===== config.mk =====
export PLATFORM = sky130hd
export DESIGN_NAME = bac_top
export DESIGN_NICKNAME = d
export VERILOG_FILES = /design/src/bac_pkg.sv /design/src/bac_top.sv /design/src/bac_alarm_chan.sv
export SDC_FILE = /design/constraint.sdc
export NUM_CORES = 1
export LEC_CHECK = 0
export BUFFER_PORTS_ARGS = -buffer_cell sky130_fd_sc_hd__buf_2
export CORE_AREA = 2 2 234 236
export DETAILED_ROUTE_END_ITERATION = 10
export DIE_AREA = 0 0 236 238
export GPL_TIMING_DRIVEN = 0
export MAX_ROUTING_LAYER = met4
export PLACE_DENSITY = 0.77
export SYNTH_ARGS = -nofsm -noshare
export SYNTH_HDL_FRONTEND = slang
export SYNTH_SLANG_ARGS = --single-unit

===== constraint.sdc =====
create_clock -name mclk -period 11.05 [get_ports mclk]
set_clock_uncertainty 0.15 [all_clocks]
set_input_delay 1.105 -clock mclk [delete_from_list [all_inputs] [get_ports mclk]]
set_output_delay 1.105 -clock mclk [all_outputs]
set_load 0.005 [all_outputs]

===== src/bac_pkg.sv =====
// Shared constants and types of the bias, alarm and busy control block.
// Assumes one clock domain; all users import the whole package.
package bac_pkg;

    // ------------------------------------------------------------
    // Widths
    // ------------------------------------------------------------
    localparam int SAMPLE_W   = 12;
    localparam int TERM_W     = 16;
    localparam int PTR_W      = 6;
    localparam int FRAC_W     = SAMPLE_W - PTR_W;
    localparam int LUT_ADDR_W = 2 + PTR_W;
    localparam int NUM_SRC    = 4;
    localparam int NUM_CH     = 2;
    localparam int HYST_W     = 7;

    // ------------------------------------------------------------
    // Codes and limits
    // ------------------------------------------------------------
    localparam logic [1:0]          CKSEL_SINGLE    = 2'h3;
    localparam logic [SAMPLE_W-1:0] DAC_CODE_MAX    = 12'hFFF;
    localparam logic [SAMPLE_W-1:0] DAC_CODE_MIN    = 12'h000;
    localparam logic [HYST_W-1:0]   ALARM_HYST_BASE = 7'h08;
    localparam logic [3:0]          SET_PAD         = 4'h0;

    // Source index: bit 0 picks table (0 temperature, 1 power
    // control), bit 1 picks the gate channel
    localparam int SRC_TYPE_BIT = 0;
    localparam int SRC_CH_BIT   = 1;

    // ------------------------------------------------------------
    // Gate calculation sequencer
    // ------------------------------------------------------------
    typedef enum logic [1:0] {
        CALC_IDLE,
        CALC_FIRST,
        CALC_SECOND,
        CALC_SUM
    } bac_calc_state_type;

endpackage


===== src/bac_top.sv =====
// Busy indicator, alarm output and gate code calculation.
// Assumes configuration, samples and strobes come from serial and ADC
// logic on mclk; the lookup memory answers one cycle after lutAddr.
`timescale 1ns/1ps
`default_nettype none

// Overview of operation
// - Busy during conversion, power-up, calculation, EEPROM or calibration.
// - Serial access works whatever busy shows.
// - Multi-scan modes hold busy to scan end, storage, alarm check.
// - Continuous mode not busy; clearing it holds busy to scan halt.
// - Single mode holds busy until this channel is stored, checked.
// - Own limits per temperature and current channel; flags record source.
// - Enables, polarity, style, threshold mode set by alarm configuration.
// - Style bit selects comparator or interrupt output.
// - Comparator style follows live alarm condition.
// - Interrupt style latches until flag read; rearms on new trip.
// - Temperature window bits choose window or hysteresis thresholds.
// - Current window bits choose window or hysteresis thresholds.
// - Window alarm sets outside window, clears inside past hysteresis.
// - Window hysteresis is 8 to 64 LSBs from the two-bit field.
// - Hysteresis alarm sets above high, clears below low.
// - Pin and clamps derive from alarm state, style, clamp enables.
// - Gate channels are calculated independently.
// - Set point plus two terms in 16-bit signed, clamped to 0..4095.
// - Recalculate on a source's first sample, then when it moved by at least the hysteresis.
// - Sample maps to pointer, table read, adjacent entries interpolated.
// - New code goes to DAC under load bit, even if unchanged.
module bac_top
    import bac_pkg::*;
(
    // Clock and reset
    input  wire logic                         mclk,
    input  wire logic                         rstn,
    // Activity sources
    input  wire logic                         convStart,
    input  wire logic                         powerUpActive,
    input  wire logic                         eepromReadActive,
    input  wire logic                         eepromWriteActive,
    input  wire logic                         calibrationActive,
    // Conversion configuration
    input  wire logic                         convClockSelectHi,
    input  wire logic                         convClockSelectLo,
    input  wire logic                         continuousConversionFlag,
    // ADC results, index 0 temp1, 1 current1, 2 temp2, 3 current2
    input  wire logic                         sampleValid,
    input  wire logic [1:0]                   sampleSource,
    input  wire logic [SAMPLE_W-1:0]          sampleData,
    input  wire logic                         sampleLast,
    // Alarm configuration
    input  wire logic [NUM_SRC-1:0]           alarmEnable,
    input  wire logic                         alarmPolarityHigh,
    input  wire logic                         alarmOutputStyle,
    input  wire logic                         temp1WindowSelect,
    input  wire logic                         temp2WindowSelect,
    input  wire logic                         current1WindowSelect,
    input  wire logic                         current2WindowSelect,
    input  wire logic [1:0]                   alarmHysteresisField,
    input  wire logic [NUM_CH-1:0]            gateClampEnable,
    input  wire logic [NUM_SRC-1:0][SAMPLE_W-1:0] alarmHigh,
    input  wire logic [NUM_SRC-1:0][SAMPLE_W-1:0] alarmLow,
    input  wire logic                         flagRead,
    // Gate calculation configuration
    input  wire logic [NUM_CH-1:0]            loadDacBit,
    input  wire logic [NUM_CH-1:0][SAMPLE_W-1:0] gateSetPointCode,
    input  wire logic [SAMPLE_W-1:0]          tempCalcHysteresis,
    input  wire logic [SAMPLE_W-1:0]          apcCalcHysteresis,
    // Lookup memory
    output logic [LUT_ADDR_W-1:0]             lutAddr,
    input  wire logic [TERM_W-1:0]            lutData,
    // Status and outputs
    output logic                              busy,
    output logic                              alarmPin,
    output logic [NUM_SRC-1:0]                alarmFlags,
    output logic [NUM_CH-1:0]                 gateClamp,
    output logic [NUM_CH-1:0][SAMPLE_W-1:0]   dacCode,
    output logic [NUM_CH-1:0]                 dacLoad
);

    // ------------------------------------------------------------
    // Reset release
    // ------------------------------------------------------------
    logic [1:0] rstSync;
    logic       rstnSync;

    always_ff @(posedge mclk or negedge rstn)
    begin
        if (!rstn)
        begin
            rstSync <= 2'h0;
        end
        else
        begin
            rstSync <= {rstSync[0], 1'b1};
        end
    end

    assign rstnSync = rstSync[1];

    // ------------------------------------------------------------
    // Alarm channels
    // ------------------------------------------------------------
    logic [NUM_SRC-1:0] windowSel;
    logic [NUM_SRC-1:0] alarmState;
    logic [HYST_W-1:0]  alarmHyst;

    assign windowSel = {current2WindowSelect, temp2WindowSelect,
                        current1WindowSelect, temp1WindowSelect};
    assign alarmHyst = ALARM_HYST_BASE << alarmHysteresisField;

    genvar gi;
    generate
        for (gi = 0; gi < NUM_SRC; gi = gi + 1)
        begin : gAlarm
            bac_alarm_chan uChan (
                .mclk        (mclk),
                .rstn        (rstnSync),
                .alarmEnable (alarmEnable[gi]),
                .windowMode  (windowSel[gi]),
                .hystAmount  (alarmHyst),
                .limitHigh   (alarmHigh[gi]),
                .limitLow    (alarmLow[gi]),
                .sampleValid (sampleValid && sampleSource == 2'(gi)),
                .sampleData  (sampleData),
                .alarmState  (alarmState[gi])
            );
        end
    endgenerate

    // ------------------------------------------------------------
    // State
    // ------------------------------------------------------------
    typedef struct packed {
        bac_calc_state_type                 calc;
        logic [1:0]                         src;
        logic [SAMPLE_W-1:0]                calcSample;
        logic signed [TERM_W-1:0]           entry0;
        logic [NUM_SRC-1:0]                 haveLast;
        logic [NUM_SRC-1:0][SAMPLE_W-1:0]   lastUsed;
        logic [NUM_SRC-1:0]                 pend;
        logic [NUM_SRC-1:0][SAMPLE_W-1:0]   pendSample;
        logic [NUM_SRC-1:0][TERM_W-1:0]     term;
        logic [NUM_CH-1:0][SAMPLE_W-1:0]    codePend;
        logic [NUM_CH-1:0]                  codeFresh;
        logic [NUM_CH-1:0][SAMPLE_W-1:0]    dacCode;
        logic [NUM_CH-1:0]                  dacLoad;
        logic [LUT_ADDR_W-1:0]              lutAddr;
        logic                               convBusy;
        logic                               haltBusy;
        logic                               contPrev;
        logic [NUM_SRC-1:0]                 alarmPrev;
        logic                               intLatch;
        logic [NUM_SRC-1:0]                 flags;
        logic                               alarmPin;
        logic [NUM_CH-1:0]                  clamp;
        logic                               busy;
    } bac_top_state_type;

    bac_top_state_type cur;
    bac_top_state_type next_cur;

    // ------------------------------------------------------------
    // Next state
    // ------------------------------------------------------------
    always_comb
    begin
        logic [SAMPLE_W-1:0]      hyst;
        logic [SAMPLE_W-1:0]      delta;
        logic [PTR_W-1:0]         ptr;
        logic [PTR_W-1:0]         ptrNext;
        logic [FRAC_W-1:0]        frac;
        logic signed [TERM_W:0]   slope;
        logic signed [TERM_W+FRAC_W+1:0] prod;
        logic signed [TERM_W-1:0] sum;
        logic [NUM_SRC-1:0]       rising;
        logic                     logical;
        logic                     scanDone;
        logic                     chSel;
        logic [1:0]               pick;
        logic                     found;
        hyst     = '0;
        delta    = '0;
        ptr      = cur.calcSample[SAMPLE_W-1:FRAC_W];
        ptrNext  = (ptr == '1) ? ptr : ptr + 1'b1;
        frac     = cur.calcSample[FRAC_W-1:0];
        slope    = $signed({lutData[TERM_W-1], lutData})
                 - $signed({cur.entry0[TERM_W-1], cur.entry0});
        prod     = slope * $signed({1'b0, frac});
        chSel    = cur.src[SRC_CH_BIT];
        sum      = '0;
        pick     = 2'h0;
        found    = 1'b0;
        rising   = '0;
        logical  = 1'b0;
        scanDone = 1'b0;
        next_cur = cur;
        next_cur.dacLoad = '0;

        // gate sample movement against last used
        for (int s = 0; s < NUM_SRC; s++)
        begin
            hyst  = (s % 2 == 0) ? tempCalcHysteresis : apcCalcHysteresis;
            delta = (sampleData >= cur.lastUsed[s])
                  ? sampleData - cur.lastUsed[s]
                  : cur.lastUsed[s] - sampleData;
            if (sampleValid && sampleSource == 2'(s)
                && (!cur.haveLast[s] || delta >= hyst))
            begin
                next_cur.pend[s]       = 1'b1;
                next_cur.pendSample[s] = sampleData;
            end
        end

        // one sequencer serves both channels in turn
        for (int s = NUM_SRC - 1; s >= 0; s--)
        begin
            if (cur.pend[s])
            begin
                pick  = 2'(s);
                found = 1'b1;
            end
        end

        case (cur.calc)
            CALC_IDLE:
            begin
                if (found)
                begin
                    next_cur.src            = pick;
                    next_cur.calcSample     = cur.pendSample[pick];
                    next_cur.lastUsed[pick] = cur.pendSample[pick];
                    next_cur.haveLast[pick] = 1'b1;
                    if (!(sampleValid && sampleSource == pick))
                    begin
                        next_cur.pend[pick] = 1'b0;
                    end
                    next_cur.lutAddr = {pick,
                        cur.pendSample[pick][SAMPLE_W-1:FRAC_W]};
                    next_cur.calc    = CALC_FIRST;
                end
            end
            CALC_FIRST:
            begin
                // Entry p arrives next cycle; request p+1, or p again when p is the last entry
                next_cur.lutAddr = {cur.src, ptrNext};
                next_cur.calc    = CALC_SECOND;
            end
            CALC_SECOND:
            begin
                next_cur.entry0 = lutData;
                next_cur.calc   = CALC_SUM;
            end
            CALC_SUM:
            begin
                next_cur.term[cur.src] = cur.entry0
                    + TERM_W'(prod >>> FRAC_W);
                // 16-bit signed sum, clamped to DAC range
                sum = $signed({SET_PAD, gateSetPointCode[chSel]})
                    + $signed(next_cur.term[{chSel, 1'b0}])
                    + $signed(next_cur.term[{chSel, 1'b1}]);
                if (sum[TERM_W-1])
                begin
                    next_cur.codePend[chSel] = DAC_CODE_MIN;
                end
                else if (sum > $signed({SET_PAD, DAC_CODE_MAX}))
                begin
                    next_cur.codePend[chSel] = DAC_CODE_MAX;
                end
                else
                begin
                    next_cur.codePend[chSel] = sum[SAMPLE_W-1:0];
                end
                next_cur.codeFresh[chSel] = 1'b1;
                next_cur.calc = CALC_IDLE;
            end
            default:
            begin
                next_cur.calc = CALC_IDLE;
            end
        endcase

        // forward every new code under load bit
        for (int c = 0; c < NUM_CH; c++)
        begin
            if (next_cur.codeFresh[c] && loadDacBit[c])
            begin
                next_cur.dacCode[c]   = next_cur.codePend[c];
                next_cur.dacLoad[c]   = 1'b1;
                next_cur.codeFresh[c] = 1'b0;
            end
        end

        // multi modes end on last channel
        // single mode ends on this channel
        scanDone = sampleValid
            && ({convClockSelectHi, convClockSelectLo} == CKSEL_SINGLE
                || sampleLast);
        if (scanDone)
        begin
            next_cur.convBusy = 1'b0;
        end
        if (convStart && !continuousConversionFlag)
        begin
            next_cur.convBusy = 1'b1;
        end
        // leaving continuous holds until scan halts
        next_cur.contPrev = continuousConversionFlag;
        if (sampleValid && sampleLast)
        begin
            next_cur.haltBusy = 1'b0;
        end
        if (cur.contPrev && !continuousConversionFlag)
        begin
            next_cur.haltBusy = 1'b1;
        end

        // sticky source flags, a new trip beats a read
        rising             = alarmState & ~cur.alarmPrev;
        next_cur.alarmPrev = alarmState;
        next_cur.flags     = (cur.flags & ~{NUM_SRC{flagRead}}) | rising;
        // latch until flag read, rearm on trip
        next_cur.intLatch  = (cur.intLatch && !flagRead) || (|rising);
        logical = alarmOutputStyle ? (|alarmState) : next_cur.intLatch;
        next_cur.alarmPin = alarmPolarityHigh ? logical : !logical;
        // clamp per channel under its enable
        for (int c = 0; c < NUM_CH; c++)
        begin
            next_cur.clamp[c] = gateClampEnable[c]
                && (alarmState[2*c] || alarmState[2*c+1]);
        end

        // busy never gates the register inputs
        next_cur.busy = next_cur.convBusy || next_cur.haltBusy
            || powerUpActive || eepromReadActive || eepromWriteActive
            || calibrationActive || (|next_cur.pend)
            || next_cur.calc != CALC_IDLE;
    end

    always_ff @(posedge mclk or negedge rstnSync)
    begin
        if (!rstnSync)
        begin
            cur <= '0;
        end
        else
        begin
            cur <= next_cur;
        end
    end

    // ------------------------------------------------------------
    // Outputs
    // ------------------------------------------------------------
    // Pin rests inactive during reset only when polarity is high;
    // the first clocked edge applies the programmed polarity.
    assign lutAddr    = cur.lutAddr;
    assign busy       = cur.busy;
    assign alarmPin   = cur.alarmPin;
    assign alarmFlags = cur.flags;
    assign gateClamp  = cur.clamp;
    assign dacCode    = cur.dacCode;
    assign dacLoad    = cur.dacLoad;

endmodule

`default_nettype wire


===== src/bac_alarm_chan.sv =====
// One alarm comparator channel with window or hysteresis thresholds.
// Assumes all inputs come from logic on mclk.
`timescale 1ns/1ps
`default_nettype none

module bac_alarm_chan
    import bac_pkg::*;
(
    // Clock and reset
    input  wire logic                mclk,
    input  wire logic                rstn,
    // Configuration
    input  wire logic                alarmEnable,
    input  wire logic                windowMode,
    input  wire logic [HYST_W-1:0]   hystAmount,
    input  wire logic [SAMPLE_W-1:0] limitHigh,
    input  wire logic [SAMPLE_W-1:0] limitLow,
    // Measurement
    input  wire logic                sampleValid,
    input  wire logic [SAMPLE_W-1:0] sampleData,
    // Result
    output logic                     alarmState
);

    typedef struct packed {
        logic alarm;
    } bac_chan_state_type;

    bac_chan_state_type cur;
    bac_chan_state_type next_cur;

    always_comb
    begin
        logic [SAMPLE_W:0] upper;
        logic [SAMPLE_W:0] lower;
        upper = {1'b0, sampleData} + {6'h00, hystAmount};
        lower = {1'b0, limitLow} + {6'h00, hystAmount};
        next_cur = cur;
        if (!alarmEnable)
        begin
            next_cur.alarm = 1'b0;
        end
        else if (sampleValid)
        begin
            if (windowMode)
            begin
                if (sampleData > limitHigh || sampleData < limitLow)
                begin
                    next_cur.alarm = 1'b1;
                end
                else if (upper <= {1'b0, limitHigh}
                         && {1'b0, sampleData} >= lower)
                begin
                    next_cur.alarm = 1'b0;
                end
            end
            else
            begin
                if (sampleData > limitHigh)
                begin
                    next_cur.alarm = 1'b1;
                end
                else if (sampleData < limitLow)
                begin
                    next_cur.alarm = 1'b0;
                end
            end
        end
    end

    always_ff @(posedge mclk or negedge rstn)
    begin
        if (!rstn)
        begin
            cur <= '0;
        end
        else
        begin
            cur <= next_cur;
        end
    end

    assign alarmState = cur.alarm;

endmodule

`default_nettype wire


## After elaboration in Yosys (flattened, before gate mapping)

Index checks and enable logic that the tools add are counted.

- Register bits: 282
- Input bits: 203
- Output and inout port bits: 42
- Logic and storage cells: 276

- $add $sub $neg: 18
- Multipliers: 1
- Magnitude comparators: 33
- Equal/unequal tests: 22
- Shifts and indexed selects: 1
- Muxes and demuxes: 86
- Bitwise operators: 12
- Reduce and logical (&&, ||, !) cells: 64

Operators by type and width:

| cell | count |
|---|---|
| 12-bit 2-to-1 mux | 9 |
| 12-bit greater-or-equal comparator | 8 |
| 16-bit 2-to-1 mux | 6 |
| 12-bit subtractor | 8 |
| 12-bit by 7-bit adder with 13-bit output | 5 |
| 64-bit bitwise mux | 1 |
| 12-bit by 13-bit greater-or-equal comparator with 1-bit output | 4 |
| 13-bit by 12-bit <= comparator with 1-bit output | 4 |
| 48-bit bitwise mux | 1 |
| 12-bit greater-than comparator | 4 |
| 12-bit less-than comparator | 4 |
| 1-bit 2-to-1 mux | 48 |
| 24-bit 2-to-1 mux | 2 |
| 16-bit adder | 2 |
| 16-bit demux with 2-bit select | 1 |
| 26-bit 2-to-1 mux | 1 |
| 1-bit logical AND | 25 |
| 24-bit bitwise AND | 1 |
| 12-bit binary-select mux with 2-bit select | 1 |
| 24-bit bitwise mux | 1 |
| 12-bit demux with 2-bit select | 1 |
| 24-bit NOT | 1 |
| 24-bit OR | 1 |
| 17-bit by 7-bit multiplier with 22-bit output | 1 |
| other kinds (37) | 97 |

## Longest topological paths before layout

Gate-level depths: netlist of the first run.

- Depth after elaboration: 16
- Gate-level depth with buffers: 48
- Gate-level depth less buffers: 46

## Cells and area by module

A second synthesis of the first run with hierarchy kept.

- Cells, all modules: 3474
- Area, all modules: 30359.1 µm²

Modules (own cells, without submodules):

| module | times used | cells an instance | area each (µm²) | seq. area each (µm²) |
|---|---|---|---|---|
| bac_top | 1 | 2506 | 22638.0 | 6956.7 |
| bac_alarm_chan at gAlarm[0].uChan ... | 2 | 242 | 1939.4 | 25.0 |
| bac_alarm_chan at gAlarm[1].uChan | 1 | 244 | 1974.4 | 25.0 |
| bac_alarm_chan at gAlarm[2].uChan | 1 | 240 | 1868.0 | 25.0 |

## Worst setup path before layout of the first run

OpenSTA, ideal clock, no wires.

- Kind: input to register
- From: in lutData[0]
- To: reg cur[53] (netlist bit)
- Library setup time: 95 ps
- Arrival time: 9820 ps
- Setup slack: 985 ps
- Stages: 41
- Buffers on the path: 2
- Cell sequence: inv_1 -> ha_1 -> fa_1 -> nor2b_1 -> o31ai_1 -> a21oi_1 -> nor2_1 -> o21ai_0 -> xor2_1 -> and2_1 -> fa_1 -> fa_1 -> fa_1 -> inv_1 -> fa_1 -> inv_1 -> ha_1 -> a21o_1 -> (+5 left out) -> a21oi_1 -> o21ai_0 -> a21o_1 -> a21oi_1 -> xor2_1 -> mux2_2 -> fa_1 -> inv_1 -> ha_1 -> nor2b_1 -> a31oi_1 -> o21ai_0 -> a21oi_1 -> xor2_1 -> xnor2_2 -> buf_6 -> buf_6 -> o31ai_1

RTL lines:

| item | line | source |
|---|---|---|
| from (decl) | bac_top.sv:70 | `input wire logic [TERM_W-1:0] lutData,` |
| to (signal assigned) | bac_top.sv:347 | `cur <= next_cur;` |
| to (decl) | bac_top.sv:159 | `bac_top_state_type cur;` |

## Worst setup path in the final report of the first run

- From: in lutData[1]
- To: reg cur, in the netlist dacCode[13]

- Cells in the longest elaborated chain, start to end: 12
- Elaborated cells between the ends (all ways): 15
- Those cells by class: add/sub (4); mul (1); order compare (1); mux (9)

Ends and longest elaborated chain:

| item | line | source |
|---|---|---|
| 16-bit by 16-bit subtractor with 17-bit output (*) | bac_top.sv:187 | `- $signed({cur.entry0[TERM_W-1], cur.entry0});` |
| 17-bit by 7-bit multiplier with 22-bit output (*) | bac_top.sv:188 | `prod = slope * $signed({1'b0, frac});` |
| 16-bit adder (*) | bac_top.sv:256 | `+ TERM_W'(prod >>> FRAC_W);` |
| 64-bit bitwise mux (*) | bac_top.sv:255 | `next_cur.term[cur.src] = cur.entry0` |
| 16-bit 2-to-1 mux (implied by the code) (2 in series) | bac_top.sv:259 | `+ $signed(next_cur.term[{chSel, 1'b0}])` |
| 13-bit by 16-bit adder with 16-bit output | bac_top.sv:259 |  |
| 16-bit adder (*) | bac_top.sv:260 | `+ $signed(next_cur.term[{chSel, 1'b1}]);` |
| 16-bit by 13-bit greater-than comparator with 1-bit output / 24-bit bitwise mux (equally long branches) | bac_top.sv:265, bac_top.sv:271 |  |
| 24-bit 2-to-1 mux | bac_top.sv:265 | `else if (sum > $signed({SET_PAD, DAC_CODE_MAX}))` |
| 24-bit 2-to-1 mux (*) | bac_top.sv:261 | `if (sum[TERM_W-1])` |
| 26-bit 2-to-1 mux (*) | bac_top.sv:224 | `case (cur.calc)` |

Every way passes the cells marked *; elsewhere a longest branch is shown, timed or not. The select of a mux whose other input is x is not followed.
A chain may end at the register's enable or synchronous reset.

==> flow_summary.yaml, run 1 <==
clock_tree:
  cts_buffers: 30
  cts_hold_buf: 0
  cts-root-buf: "clkbuf_16"
  cts.htree.levels: 1
  clk_pin_slew_ns: 0.07
  cts_tree: "done"
  clock-sinks: 282
  clock_latency_ns: 0.59
  clockBufferDepth: 3
critical_path:
  worstRegToRegCells: 39
  slowest_stage: "fa_1"
  cp-start-kind: "input pin"
  cp.buffers_inverters: 2
  crit_type: "in2reg"
  r2r_start: "cur[245]"
  slowest_delay_ns: 0.52
  cp.depth: 39
  cp-end-kind: "register"
  critical_path.max_fanout: 10
  crit_family: "compound AO/OA/AOI/OAI gates"
  crit_path_frequent_cell: "ha_1"
  worst_ep_arrival_time_ns: 10.97
  startpoint: "lutData[1]"
  crit_required_ns: 11.37
synth:
  async_flop_share_pct: 100
  synth-edff-count: 0
  avgSynthCellArea_um2: 8.71
  ys_ff_latch: 282
  synth_area_leader_cell: "dfrtp_1"
  yosysWarningCount: 0
  synth_cell_types: 82
  synth_top_area_share_pct: 25.1
  synthesis.nets: 3947
  yosysSeqAreaShare_pct: 25.1
  mappedNetlistArea_um2: 28100
  ys.flop_type: "dfrtp_1"
  syn-instance-count: 3228
  synth_area_leaders: "dfrtp_1 25%, ha_1 19%, fa_1 6.6%"
layout:
  fin_nets: 4245
  flow.area_growth_from_synthesis_pct: 13.2
  fillCellCount: 4659
  drive_gt1_share_pct: 14.0
placement:
  dp_hpwl_mm: 59.8
  place_ws_ns: -0.588
  port_buffers: 244
  place_congestion: 0.939
timing:
  tightest_slew_ns: 1.63
  slew_headroom_pct: -8.53
  rsz0062_at_grt: "true"
  fmax_ghz: 0.0939
  finalWorstSetupSlack_ns: 0.398
  finalMaxSlewViolations: 5
  setup_viol: 0
  hold_viol_final: 0
  fin_crit_sh_pct: 96.4
  fin_crit_ns: 10.65
die:
  die_h_um: 238
  coreArea_um2: 53500
  dieArea_um2: 56200
  rows: 85
  io_pins: 245
  initial_core_util_pct: 52.5
  die_w_um: 236
run_status:
  status: "finished, violations left"
  violations: "slew limit"
global_route:
  grt_pass1_vias: 24000
  grt_max_degree: 67
  antenna_found_initial: 10
  grt_usage_pct: 28.6
  grt-ovfl-total: 0
  grt_pass1_wl_mm: 126
routing:
  routed_wl_mm: 78.9
  drtIter0Drc: 1677
  post_drt_wl_per_cell_um: 18.5
  viasPerCell: 5.76
  post-route-drc-count: 0
  ant_nets: 0
  first_pass_iters: 7
  dr_total_vias: 24500
hold_path:
  hold_path.class: "in2async"
run:
  max_cap_viol_count: 0
kinds of logic (layout without fill, tap and decap cells):
group / count (synthesis) / in the layout / synth area share, %
xor gates and xnor gates: 138 / 138 / 4.35
DFF: 282 / 282 / 25.1
AOI/OAI and AO/OA: 851 / 851 / 19.4
and+or+nand+nor: 835 / 835 / 14.2
adders and majority gates: 516 / 516 / 25.5
buffers and inverters: 496 / 818 / 7.26
muxes: 109 / 109 / 4.21
other: 1 / 9 / 0.0133
synthesized netlist by cell type (all sizes together) (25+ instances only):
master  instances
nor3           44
a21oi         190
and2           82
xnor2          96
o31ai          59
a21o           98
fa             93
ha            423
nand3          43
xor2           42
buf            55
clkbuf         88
a221oi         25
nand2         332
mux2           64
o21a           62
mux2i          44
o21ai         274
inv           353
nand2b         37
nor2b          55
nor2          143
dfrtp         282
area by class of cell:
| type | instances | area (um2) | share of cell area (%) |
|---|---|---|---|
| diodes | 8 | 20.0 | 0.0629 |
| flip-flops and latches | 282 | 7060 | 22.2 |
| clock inverters | 24 | 369 | 1.16 |
| clock buffers | 32 | 768 | 2.42 |
| inverters | 353 | 1330 | 4.17 |
| well taps | 696 | 871 | 2.74 |
| plain buffers | 143 | 719 | 2.26 |
| multi-input cells | 2450 | 19200 | 60.4 |
| repair buffers | 266 | 1450 | 4.56 |
cells in the final DEF (no fill, tap or decap), drive strengths merged, types with 43 or more instances in the layout:
| master | Yosys | routed |
|---|---|---|
| nor3 | 44 | 44 |
| xnor2 | 96 | 96 |
| o21a | 62 | 62 |
| nor2b | 55 | 55 |
| and2 | 82 | 82 |
| o21ai | 274 | 274 |
| fa | 93 | 93 |
| clkbuf | 88 | 120 |
| a21oi | 190 | 190 |
| inv | 353 | 356 |
| mux2i | 44 | 44 |
| mux2 | 64 | 64 |
| a21o | 98 | 98 |
| nor2 | 143 | 143 |
| dfrtp | 282 | 282 |
| ha | 423 | 423 |
| nand2 | 332 | 332 |
| buf | 55 | 321 |
| o31ai | 59 | 59 |
| nand3 | 43 | 43 |
registers in the layout (all words and copies together), names as in the netlist:
register / cells
dacCode: 24
dacLoad: 2
busy: 1
gAlarm.uChan.alarmState: 4
alarmFlags: 4
cur: 234
gateClamp: 2
alarmPin: 1
lutAddr: 8
rstSync: 2
path summary, 6_finish.rpt:
kind                                     to  slack, ns
max in group asynchronous        dacCode[6]       9.01
min in group mclk                rstSync[1]       0.20
worst min-delay path             rstSync[1]       0.16
worst max-delay path            dacCode[13]       0.40
worst min register to register   rstSync[1]       0.20
worst max register to register  dacCode[13]       0.55
metal layers:
metal	wire (um)	up-vias	share of wire [%]	global-route usage (%)
li1	-	11800	-	-
met1	35200	11600	45	38.2
met2	35600	883	45	45.3
met3	5240	196	6.6	3.17
met4	2900	0	3.7	10.1
met5	0	-	0	-
repair_timing:
| action | in CTS | in global routing |
|---|---|---|
| buffers inserted | 0 | 13 |
| setup endpoints to repair | 29 | 48 |
| gates resized for setup | 4 | 42 |
| pin swaps | 0 | 7 |
metrics by stage:
step                      utilization (%)  cells  TNS [ns]  hold slack, ns  cell area (um2)
after global routing                 59.5   4254    -0.254           0.145            31800
final                                59.5   4254         0           0.157            31800
after detailed placement             56.7   4176    -24.62           0.190            30300
after CTS                            58.9   4232         0           0.138            31500
after floorplan                         -   3228         0           0.181            28100
after global placement               56.5   4168   -233.03           0.184            30200
Power of run 1 is not shown: default switching activity piles up to over one toggle a cycle in this logic, so the estimate is an artifact.
==> run 2: changes to the inputs <==
--- a/config.mk
+++ b/config.mk
@@ -11,7 +11,7 @@
 export DIE_AREA = 0 0 236 238
 export GPL_TIMING_DRIVEN = 0
 export MAX_ROUTING_LAYER = met4
-export PLACE_DENSITY = 0.77
+export PLACE_DENSITY = 0.71
 export SYNTH_ARGS = -nofsm -noshare
 export SYNTH_HDL_FRONTEND = slang
 export SYNTH_SLANG_ARGS = --single-unit
==> flow_summary.yaml, run 2 (synthesis results as in run 1) <==
clock_tree:
  cts_buffers: 34
  cts-root-buf: "clkbuf_16"
  clockBufferDepth: 3
  cts_hold_buf: 0
  cts.htree.levels: 2
  clk_pin_slew_ns: 0.06
  clock_latency_ns: 0.55
  clock-sinks: 282
  cts_tree: "done"
global_route:
  grt_util_met3_pct: 2.97
  grt-ovfl-total: 0
  grt_usage_pct: 28.8
  grt_pass1_vias: 23500
  gr-usage-met1_pct: 39.4
  antenna_found_initial: 1
  grt_max_degree: 69
  grt_busiest_layer: "met2"
  grt_util_met2_pct: 45.3
  grt_pass1_wl_mm: 126
critical_path:
  worst_ep_arrival_time_ns: 10.91
  crit_required_ns: 11.32
  cp-end-kind: "register"
  crit_type: "in2reg"
  crit_path_frequent_cell: "fa_1"
  critical_path.max_fanout: 10
  slowest_stage: "fa_1"
  startpoint: "lutData[1]"
  cp-start-kind: "input pin"
  slowest_delay_ns: 0.53
  r2r_start: "cur[245]"
  worstRegToRegCells: 39
placement:
  dp_hpwl_mm: 59.7
  place_area_um2: 30300
  place_ws_ns: -0.637
  place_congestion: 0.930
  port_buffers: 244
layout:
  final_common_cell: "ha_1"
  drive_gt1_share_pct: 14.3
  fin_nets: 4252
  largest_register_ffs: 234
  layout_common_cells: "416 x ha_1, 353 x inv_1, 332 x nand2_1"
  flow.area_growth_from_synthesis_pct: 13.4
  top_register: "cur"
  fin_area_um2: 31900
routing:
  first_pass_iters: 7
  dr_total_vias: 24200
  routed_wl_mm: 79.0
  post-route-drc-count: 0
  drtIter0Drc: 1525
  post_drt_wl_per_cell_um: 18.6
  ant_nets: 0
  viasPerCell: 5.69
die:
  initial_core_util_pct: 52.5
  die_w_um: 236
  die_h_um: 238
  coreArea_um2: 53500
  io_pins: 245
  rows: 85
  dieArea_um2: 56200
timing:
  fin_crit_ns: 10.64
  tightest_slew_ns: 1.58
  slew_headroom_pct: -5.18
  finalWorstSetupSlack_ns: 0.410
  finalMaxSlewViolations: 15
  setup_viol: 0
  fin_crit_sh_pct: 96.3
  rsz0062_at_grt: "true"
  hold_viol_final: 0
  fmax_ghz: 0.0940
run_status:
  violations: "slew limit"
  status: "finished, violations left"
run:
  max_cap_viol_count: 0
hold_path:
  hold_path.class: "reg2async"
## run 2: cell types whose count changed in the layout (fill, tap and decap cells not counted), moves of 5 or more
cell / change
bufinv_16: -6
nor2_1: +7
clkbuf_16: +5
clkbuf_8: +5
nor2_2: -7
diode_2: -7
ha_1: -5
## run 2: timing repair
action	in CTS	in global routing
gates cloned	0	0
setup endpoints to repair	42	48
setup buffers	3	11
pin swaps	1	10
gates resized for setup	6	48
## run 2: stage by stage
| stage | instances | setup TNS, ns | hold slack, ns | util (%) |
|---|---|---|---|---|
| 2_1_floorplan | 3228 | 0 | 0.181 | - |
| 3_3_place_gp | 4168 | -266.22 | 0.186 | 56.5 |
| 3_5_place_dp | 4176 | -26.22 | 0.0958 | 56.7 |
| 4_1_cts | 4237 | 0 | 0.0858 | 58.9 |
| 5_1_grt | 4252 | -0.0647 | 0.108 | 59.6 |
| 6_report | 4252 | 0 | 0.0736 | 59.6 |
## run 2: layout make-up
cell class	count	area, um2
fillers	4803	21600
multi-input cells	2450	19300
flip-flops and latches	282	7060
repair buffers	269	1490
inverters	353	1330
clock buffers	43	966
well taps	696	871
plain buffers	143	717
clock inverters	15	170
diodes	1	2.50
## run 2: path summary, 6_finish.rpt
kind / to / slack, ns
max reg2reg: cur[55] / 0.58
min in group mclk: rstSync[1] / 0.20
min reg2reg: cur[265] / 0.07
max in group asynchronous: alarmPin / 9.65
max: cur[55] / 0.41
min: cur[265] / 0.07
## run 2: worst max-delay path, delay by kind of cell
kind / cells / cell delay (ns)
compound gates: 16 / 3.43
buf+inv: 4 / 0.50
xor+xnor: 5 / 1.06
mux: 1 / 0.31
fa+ha+maj: 9 / 3.81
simple gates: 4 / 0.71
## run 2: metal layers
layer | up-vias | wire length [um]
li1 | 11800 | -
met1 | 11500 | 36500
met2 | 744 | 35600
met3 | 141 | 4510
met4 | 0 | 2370
met5 | - | 0
Power of run 2 is left out for the same reason.
